### src/logic/dps_pkg.sv
// Constants, command and pin types shared by the semaphore port controller.
// Assumes one 25 MHz system clock and a port wired straight to the device.
package dps_pkg;

	localparam int DATA_W = 16;
	localparam int IDX_W = 3;
	localparam int NUM_FLAGS = 8;
	localparam int POLL_W = 8;
	localparam int CNT_W = 4;

	// Timing in nanoseconds; the clock period sets the cycle counts.
	localparam int CLK_NS = 40;
	localparam int T_ACC_NS = 70;
	localparam int T_WP_NS = 70;
	localparam int ACC_CYC = (T_ACC_NS + CLK_NS - 1) / CLK_NS;
	localparam int WP_CYC = (T_WP_NS + CLK_NS - 1) / CLK_NS;
	localparam logic [CNT_W-1:0] ACC_LAST = CNT_W'(ACC_CYC - 1);
	localparam logic [CNT_W-1:0] WP_LAST = CNT_W'(WP_CYC - 1);
	localparam logic [CNT_W-1:0] CNT_ZERO = 4'h0;

	localparam logic FLAG_TAKE = 1'h0;
	localparam logic FLAG_FREE = 1'h1;
	localparam logic [IDX_W-1:0] IDX_FIRST = 3'h0;
	localparam logic [IDX_W-1:0] IDX_LAST = IDX_W'(NUM_FLAGS - 1);
	localparam logic [POLL_W-1:0] POLL_ZERO = 8'h00;

	typedef enum logic [1:0] {
		OP_ACQUIRE,
		OP_RELEASE,
		OP_TEST,
		OP_INIT
	} dps_op_t;

	typedef struct packed {
		dps_op_t op;
		logic [IDX_W-1:0] index;
		logic [POLL_W-1:0] polls;
	} dps_cmd_t;

	typedef struct packed {
		logic granted;
		logic flag_bit;
	} dps_rsp_t;

	typedef struct packed {
		logic ce_n;
		logic token_space_select_n;
		logic oe_n;
		logic rw_n;
		logic [IDX_W-1:0] flag_index;
		logic [DATA_W-1:0] dq_out;
		logic dq_oe;
	} dps_pins_t;

	localparam dps_pins_t PINS_IDLE = '{
		ce_n: 1'h1,
		token_space_select_n: 1'h1,
		oe_n: 1'h1,
		rw_n: 1'h1,
		flag_index: 3'h0,
		dq_out: 16'h0000,
		dq_oe: 1'h0
	};

endpackage

### src/logic/dps_sem_host.sv
// Port controller that takes, tests, releases and clears token flags.
// Assumes the device port pins are wired to pins and dq_in directly.
// Operation
// - Flags are active low: write zero to request, one to release.
// - Select low reaches token space; address, read and write act as RAM.
// - Between polling reads drop select or output enable.
// - Request by writing zero, then read back; zero means owned.
// - After a failed request keep reading or write one to withdraw.
// - Software writes one to all eight flags at start-up.
// - Hold chip enable high while select is low for token access.
`timescale 1ns/1ps
module dps_sem_host
	import dps_pkg::*;
(
	input wire logic clk_sys,
	input wire logic arst_n,
	input wire logic cmd_valid,
	output logic cmd_ready,
	input wire dps_cmd_t cmd,
	output logic rsp_valid,
	output dps_rsp_t rsp,
	output dps_pins_t pins,
	input wire logic [DATA_W-1:0] dq_in
);

	typedef enum logic [2:0] {
		M_IDLE,
		M_ACQ_WR,
		M_ACQ_RD,
		M_WITHDRAW,
		M_RELEASE,
		M_TEST,
		M_INIT
	} dps_main_t;

	logic rst_meta_reg, rst_sync_reg, rst_n;

	// Reset takes hold at once but lifts only on the clock, so no flop
	// leaves reset on a different edge from its neighbours.
	always_ff @(posedge clk_sys or negedge arst_n) begin
		if (!arst_n) begin
			rst_meta_reg <= 1'h0;
			rst_sync_reg <= 1'h0;
		end else begin
			rst_meta_reg <= 1'h1;
			rst_sync_reg <= rst_meta_reg;
		end
	end
	assign rst_n = rst_sync_reg;

	dps_main_t state_reg, state_next;
	dps_cmd_t cmd_reg, cmd_next;
	logic [IDX_W-1:0] idx_reg, idx_next;
	logic issued_reg, issued_next;
	logic rsp_valid_reg, rsp_valid_next;
	dps_rsp_t rsp_reg, rsp_next;
	logic wrote_zero_reg, wrote_zero_next;
	logic withdrew_reg, withdrew_next;
	logic [IDX_W:0] init_cnt_reg, init_cnt_next;

	logic eng_start, eng_write, eng_wbit, eng_busy, eng_done, eng_rbit;

	assign cmd_ready = (state_reg == M_IDLE);
	assign eng_start = (state_reg != M_IDLE) && !issued_reg;
	assign eng_write = (state_reg != M_ACQ_RD) && (state_reg != M_TEST);
	// Only a request writes zero; every other write frees the latch.
	assign eng_wbit = (state_reg == M_ACQ_WR) ? FLAG_TAKE : FLAG_FREE;

	dps_pin_cycle u_cycle (
		.clk_sys(clk_sys),
		.rst_n(rst_n),
		.start(eng_start),
		.is_write(eng_write),
		.index(idx_reg),
		.wbit(eng_wbit),
		.dq_in(dq_in),
		.busy(eng_busy),
		.done(eng_done),
		.rbit(eng_rbit),
		.pins(pins)
	);

	always_comb begin
		state_next = state_reg;
		cmd_next = cmd_reg;
		idx_next = idx_reg;
		issued_next = issued_reg;
		rsp_valid_next = 1'h0;
		rsp_next = rsp_reg;
		wrote_zero_next = wrote_zero_reg;
		withdrew_next = withdrew_reg;
		init_cnt_next = init_cnt_reg;
		if (eng_done) begin
			issued_next = 1'h0;
		end else if (eng_start) begin
			issued_next = 1'h1;
		end
		unique case (state_reg)
			M_IDLE: begin
				wrote_zero_next = 1'h0;
				withdrew_next = 1'h0;
				init_cnt_next = '0;
				if (cmd_valid) begin
					cmd_next = cmd;
					idx_next = cmd.index;
					unique case (cmd.op)
						OP_ACQUIRE: state_next = M_ACQ_WR;
						OP_RELEASE: state_next = M_RELEASE;
						OP_TEST: state_next = M_TEST;
						OP_INIT: begin
							state_next = M_INIT;
							idx_next = IDX_FIRST;
						end
					endcase
				end
			end
			M_ACQ_WR: begin
				if (eng_done) begin
					// Read back only after the request is written.
					wrote_zero_next = 1'h1;
					state_next = M_ACQ_RD;
				end
			end
			M_ACQ_RD: begin
				if (eng_done) begin
					if (eng_rbit == FLAG_TAKE) begin
						rsp_valid_next = 1'h1;
						rsp_next = '{granted: 1'h1, flag_bit: FLAG_TAKE};
						state_next = M_IDLE;
					end else if (cmd_reg.polls != POLL_ZERO) begin
						// Repeated reads keep the request live and honest.
						cmd_next.polls = cmd_reg.polls - 8'h01;
					end else begin
						// A stale request would seize the flag later.
						state_next = M_WITHDRAW;
					end
				end
			end
			M_WITHDRAW: begin
				if (eng_done) begin
					withdrew_next = 1'h1;
					rsp_valid_next = 1'h1;
					rsp_next = '{granted: 1'h0, flag_bit: FLAG_FREE};
					state_next = M_IDLE;
				end
			end
			M_RELEASE: begin
				if (eng_done) begin
					rsp_valid_next = 1'h1;
					rsp_next = '{granted: 1'h0, flag_bit: FLAG_FREE};
					state_next = M_IDLE;
				end
			end
			M_TEST: begin
				if (eng_done) begin
					rsp_valid_next = 1'h1;
					rsp_next = '{granted: eng_rbit == FLAG_TAKE,
						flag_bit: eng_rbit};
					state_next = M_IDLE;
				end
			end
			M_INIT: begin
				if (eng_done) begin
					init_cnt_next = init_cnt_reg + 4'h1;
					if (idx_reg == IDX_LAST) begin
						rsp_valid_next = 1'h1;
						rsp_next = '{granted: 1'h0, flag_bit: FLAG_FREE};
						state_next = M_IDLE;
					end else begin
						idx_next = idx_reg + 3'h1;
					end
				end
			end
		endcase
	end

	always_ff @(posedge clk_sys or negedge rst_n) begin
		if (!rst_n) begin
			state_reg <= M_IDLE;
			cmd_reg <= '{op: OP_TEST, index: 3'h0, polls: 8'h00};
			idx_reg <= IDX_FIRST;
			issued_reg <= 1'h0;
			rsp_valid_reg <= 1'h0;
			rsp_reg <= '{granted: 1'h0, flag_bit: FLAG_FREE};
			wrote_zero_reg <= 1'h0;
			withdrew_reg <= 1'h0;
			init_cnt_reg <= '0;
		end else begin
			state_reg <= state_next;
			cmd_reg <= cmd_next;
			idx_reg <= idx_next;
			issued_reg <= issued_next;
			rsp_valid_reg <= rsp_valid_next;
			rsp_reg <= rsp_next;
			wrote_zero_reg <= wrote_zero_next;
			withdrew_reg <= withdrew_next;
			init_cnt_reg <= init_cnt_next;
		end
	end

	assign rsp_valid = rsp_valid_reg;
	assign rsp = rsp_reg;

	property p_write_first;
		@(posedge clk_sys) disable iff (!rst_n)
		(state_reg == M_ACQ_RD && eng_start) |-> wrote_zero_reg;
	endproperty
	a_write_first: assert property (p_write_first)
		else $error("Token read issued before the request write.");

	property p_withdraw;
		@(posedge clk_sys) disable iff (!rst_n)
		(rsp_valid_reg && !rsp_reg.granted && cmd_reg.op == OP_ACQUIRE)
			|-> withdrew_reg;
	endproperty
	a_withdraw: assert property (p_withdraw)
		else $error("Failed request reported without withdrawal.");

	property p_init_all;
		@(posedge clk_sys) disable iff (!rst_n)
		(rsp_valid_reg && cmd_reg.op == OP_INIT)
			|-> init_cnt_reg == 4'h8;
	endproperty
	a_init_all: assert property (p_init_all)
		else $error("Clear did not free all eight flags.");

	property p_release_one;
		@(posedge clk_sys) disable iff (!rst_n)
		((state_reg == M_RELEASE || state_reg == M_INIT) && !pins.rw_n)
			|-> pins.dq_out[0] == FLAG_FREE && pins.dq_oe;
	endproperty
	a_release_one: assert property (p_release_one)
		else $error("Release wrote something other than one.");

endmodule

### src/logic/dps_pin_cycle.sv
// One semaphore-space read or write cycle on the device port pins.
// Assumes dq_in is synchronous to clk_sys and rst_n is already synchronised.
`timescale 1ns/1ps
module dps_pin_cycle
	import dps_pkg::*;
(
	input wire logic clk_sys,
	input wire logic rst_n,
	input wire logic start,
	input wire logic is_write,
	input wire logic [IDX_W-1:0] index,
	input wire logic wbit,
	input wire logic [DATA_W-1:0] dq_in,
	output logic busy,
	output logic done,
	output logic rbit,
	output dps_pins_t pins
);

	typedef enum logic [2:0] {E_IDLE, E_SETUP, E_ACT, E_HOLD, E_GAP} dps_eng_t;

	dps_eng_t state_reg, state_next;
	logic [CNT_W-1:0] cnt_reg, cnt_next;
	logic wr_reg, wr_next;
	logic rbit_reg, rbit_next;
	logic done_reg, done_next;
	dps_pins_t pins_reg, pins_next;

	always_comb begin
		state_next = state_reg;
		cnt_next = cnt_reg;
		wr_next = wr_reg;
		rbit_next = rbit_reg;
		done_next = 1'h0;
		pins_next = pins_reg;
		unique case (state_reg)
			E_IDLE: begin
				if (start) begin
					state_next = E_SETUP;
					wr_next = is_write;
					pins_next = PINS_IDLE;
					// Chip enable stays high so only the token space is reached.
					pins_next.token_space_select_n = 1'h0;
					pins_next.flag_index = index;
					pins_next.dq_out = {DATA_W{wbit}};
				end
			end
			E_SETUP: begin
				state_next = E_ACT;
				if (wr_reg) begin
					cnt_next = WP_LAST;
					pins_next.rw_n = 1'h0;
					pins_next.dq_oe = 1'h1;
				end else begin
					cnt_next = ACC_LAST;
					pins_next.oe_n = 1'h0;
				end
			end
			E_ACT: begin
				if (cnt_reg == CNT_ZERO) begin
					state_next = E_HOLD;
					pins_next.rw_n = 1'h1;
					pins_next.oe_n = 1'h1;
					if (!wr_reg) begin
						// The flag is spread over every bit, so bit 0 suffices.
						rbit_next = dq_in[0];
					end
				end else begin
					cnt_next = cnt_reg - 4'h1;
				end
			end
			E_HOLD: begin
				state_next = E_GAP;
				// Dropping the select ends the cycle; rbit keeps the captured read value.
				pins_next = PINS_IDLE;
			end
			E_GAP: begin
				state_next = E_IDLE;
				done_next = 1'h1;
			end
		endcase
	end

	always_ff @(posedge clk_sys or negedge rst_n) begin
		if (!rst_n) begin
			state_reg <= E_IDLE;
			cnt_reg <= CNT_ZERO;
			wr_reg <= 1'h0;
			rbit_reg <= FLAG_FREE;
			done_reg <= 1'h0;
			pins_reg <= PINS_IDLE;
		end else begin
			state_reg <= state_next;
			cnt_reg <= cnt_next;
			wr_reg <= wr_next;
			rbit_reg <= rbit_next;
			done_reg <= done_next;
			pins_reg <= pins_next;
		end
	end

	assign busy = (state_reg != E_IDLE);
	assign done = done_reg;
	assign rbit = rbit_reg;
	assign pins = pins_reg;

	property p_ce_high;
		@(posedge clk_sys) disable iff (!rst_n)
		pins_reg.ce_n == 1'h1;
	endproperty
	a_ce_high: assert property (p_ce_high)
		else $error("Chip enable driven low during token access.");

	property p_strobe_sel;
		@(posedge clk_sys) disable iff (!rst_n)
		(!pins_reg.rw_n || !pins_reg.oe_n) |->
			(!pins_reg.token_space_select_n && pins_reg.rw_n != pins_reg.oe_n);
	endproperty
	a_strobe_sel: assert property (p_strobe_sel)
		else $error("Strobe active without select, or both strobes low.");

	property p_read_gap;
		@(posedge clk_sys) disable iff (!rst_n)
		$rose(pins_reg.oe_n) |-> ##1 pins_reg.token_space_select_n;
	endproperty
	a_read_gap: assert property (p_read_gap)
		else $error("Select not released after a token read.");

	property p_wr_len;
		@(posedge clk_sys) disable iff (!rst_n)
		$fell(pins_reg.rw_n) |-> (!pins_reg.rw_n && pins_reg.dq_oe) [*2]
			##1 (pins_reg.rw_n && pins_reg.dq_oe);
	endproperty
	a_wr_len: assert property (p_wr_len)
		else $error("Write pulse length or data hold wrong.");

endmodule

### config.mk
export PLATFORM = sky130hd
export DESIGN_NAME = dps_sem_host
export DESIGN_NICKNAME = d
export VERILOG_FILES = /design/src/logic/dps_pkg.sv /design/src/logic/dps_sem_host.sv /design/src/logic/dps_pin_cycle.sv
export SDC_FILE = /design/constraint.sdc
export NUM_CORES = 1
export LEC_CHECK = 0
export BUFFER_PORTS_ARGS = -buffer_cell sky130_fd_sc_hd__buf_2
export CAP_MARGIN = 20
export CORE_UTILIZATION = 57
export DETAILED_ROUTE_END_ITERATION = 7
export GPL_ROUTABILITY_DRIVEN = 0
export PLACE_DENSITY = 0.95
export SYNTH_ARGS = -nofsm -noshare
export SYNTH_HDL_FRONTEND = slang
export SYNTH_SLANG_ARGS = --single-unit
### constraint.sdc
create_clock -name clk_sys -period 2.33 [get_ports clk_sys]
set_input_delay 0.233 -clock clk_sys [delete_from_list [all_inputs] [get_ports clk_sys]]
set_output_delay 0.233 -clock clk_sys [all_outputs]
set_load 0.03 [all_outputs]
==> impl_results.md <==
- FMAX: 0.502 GHz
- Critical Path Sink Type: flip-flop
- FP Rows: 22
- Worst EP required: 2.50 ns
- TritonCTS clock tree: done
- Input/output buffers: 43
- Finished Cell Area: about 2500 um^2
- Worst slew pin tran: 0.544 ns
- Fill count: around 310
- Worst r2r dst: cmd_reg[6]$_DFFE_PN0P_
- Core Box Area: 3720 um^2
- Yosys reg bits: 38
- PD cells: around 1500 nW/um^2
- Ports: 60
- Layout area overhead: 12.2%
- WL/cell: about 14 um
- Worst Setup Slack, final: between 0.3 and 0.4 ns
- Total congestion overflow: 0
- Initial DRC count: about 120
- Clock Tree Buf Depth: 2
- Final setup viols: 0
- DRC violations left: 0
- Post-synth EDFFs: 0
- Via/cell ratio: 5.80
- Drt first pass iters: 4
- Post-CTS Setup Inserts: 0
- Layout cells sized above 1: 27.4%
- Crit path kind: flip-flop to flip-flop
- Gr usage total: 23.0%
- Share of synthesized registers carrying an async set or reset: 100%
- Slew Limit Fails: 0
- Dominant synthesized flop cell: dfrtp_1
- Worst hold-check path type: primary input to flip-flop
- Worst Hold Launch: dq_in[0]
- Largest net degree at the start of global routing: 37
- # H-tree levels: 2
- VDD IR-drop max: 995 uV
- Initial antenna violation count: 0
- Reg area: roughly 960 um^2
- DP Area: roughly 2400 um^2
- RSZ-0062 raised after global routing: false
- CTS Buf Count: 5
- CTS root buffer: clkbuf_8
- Nets@finish: between 300 and 400
- Number of distinct library cells after synthesis: between 60 and 70
- Number of global-route vias before repair: roughly 1600
- Register area share after synthesis: a little over two fifths
- Synthesized area: around 2200 um^2
- Post-Syn Instances: approximately 240
- Mean post-synth cell area: 9.45 um^2
- Reg2Reg Depth: 6
- CP Capture Point: cmd_reg[6]$_DFFE_PN0P_
- Area of the multi-input gates: 1060 um^2
- Startpoint type of the worst setup path: flip-flop
- Ant. Diodes: 0
- Initial core utilization: about three fifths
- Worst reg2reg path startpoint: cmd_reg[0]$_DFFE_PN0P_
- Tcrit/Tclk final: 85.5%
- Slew Limit Headroom: between 60% and 70%
- Post-Route WL: between 4 and 5 mm
- First-pass GRT wire length: ~7.3 mm
- # clock sinks: 38
- Post-route ant nets: 0
- Setup skew after layout: between 0.005 and 0.006 ns
- WP data arrival: roughly 2.2 ns
- Tmin final: approximately 2.0 ns
- Reg-to-reg slack, setup: 0.34 ns
- DIE AREA: 4200 um^2
- Outcome: complete, no violations
- Dpl hpwl: 3.06 mm
- Total number of vias: approximately 1800
- Crit-path max FO: 4
- Skew-Pair Late Insertion Delay: ~0.3 ns
- Max-cap viol count: 0
- Die Span Y: about 65 um
- Crit path from: cmd_reg[0]$_DFFE_PN0P_
- Width of the chip: between 60 and 70 um
- Synthesis warning total: 0
- Clock Pin Slew Worst Setup and Hold Paths: roughly 0.080 ns
- Final hold violations: 0
- Final core utilization: a little under 70%
- Final setup TNS: 0 ns
- Post-Place Worst Slack: roughly 0.39 ns
- Leak Pwr: 1.19 nW
cells in the final DEF (no fill, tap or decap), drive strengths merged, types with 3 or more instances in the layout:
cell type  instances
or3                4
o21ai             14
or3b               4
buf               47
ha                 6
nor2              14
inv               15
dfstp              5
nand3              8
nor3b              4
nor3               6
clkbuf             5
dfrtp             33
o41ai              4
nand2b             4
a21o               4
a21oi             15
nor4               4
o311ai             4
nor2b              5
mux2               3
nand2             15
cell type report:
class	count	share of cell area, %
multi-input combinational	157	41.9
sequential	38	37.9
timing repair buffer	48	10.1
clock buffer	5	2.73
clock inverter	3	2.73
tap	48	2.38
inverter	15	2.23
power breakdown:
| group | leakage, nW | switching [mW] | internal [mW] |
|---|---|---|---|
| logic | 0.657 | 1.10 | 0.690 |
| registers | 0.462 | 0.353 | 0.949 |
| clock network | 0.0683 | 0.251 | 0.429 |
| total | 1.19 | 1.71 | 2.07 |
cell usage after synthesis (5+ instances only):
master / number / area (um^2)
nand2_1: 15 / 56.3
ha_1: 6 / 75.1
inv_1: 15 / 56.3
clkbuf_1: 5 / 18.8
nand3_1: 8 / 40.0
buf_2: 5 / 25.0
nor3_1: 5 / 25.0
dfstp_2: 5 / 131
o21ai_0: 11 / 55.1
nor2_1: 14 / 52.6
a21oi_1: 14 / 70.1
dfrtp_1: 33 / 826
nor2b_1: 5 / 31.3
buf_4: 16 / 120
critical path, stage by stage (launching register included):
cell      delay, ns
dfrtp_1        0.40
inv_1          0.12
ha_1           0.20
or3b_1         0.39
or3_1          0.34
o311ai_0       0.30
o21ai_1        0.12
logic make-up after synthesis:
kind of cell	synth area share [%]
other cells	0.167
mux	1.67
buf+inv	10.6
fa+ha+maj	3.34
flops	42.5
xor+xnor	1.17
compound gates	19.9
simple gates	20.6
worst min-delay path by stage:
| stage | cells after the start | slack (ns) | end |
|---|---|---|---|
| detailed placement | 1 | 0.02 | rst_n$_DFF_PN0_ |
| floorplan | 0 | -0.06 | rst_meta_reg$_DFF_PN0_ |
| global placement | 1 | 0.02 | rst_meta_reg$_DFF_PN0_ |
| global route | 2 | 0.19 | u_cycle.rbit$_DFFE_PN1P_ |
| finish | 2 | 0.18 | u_cycle.rbit$_DFFE_PN1P_ |
| CTS | 2 | 0.18 | u_cycle.rbit$_DFFE_PN1P_ |
through the flow:
| step | cells | power (mW) | hold WS, ns |
|---|---|---|---|
| floorplan | 239 | 2.82 | -0.0626 |
| global placement | 305 | 3.00 | 0.0187 |
| detailed placement | 305 | 3.09 | 0.0193 |
| CTS | 314 | 3.78 | 0.177 |
| global route | 314 | 4.03 | 0.191 |
| finish | 314 | 3.77 | 0.177 |
per-layer routing:
metal | track usage [%] | up-vias | share of wire [%]
met5 | 0 | - | 0
met4 | 8.33 | 0 | 1.4
met3 | 5.11 | 7 | 5.6
met2 | 39.1 | 58 | 48
met1 | 28.3 | 868 | 45
li1 | - | 887 | -
repair_timing:
item,in CTS,in global routing
hold buffers,1,0
gates resized for setup,0,0
endpoints found under the hold margin,2,0
No activity file was read; power rests on OpenSTA's default activity.
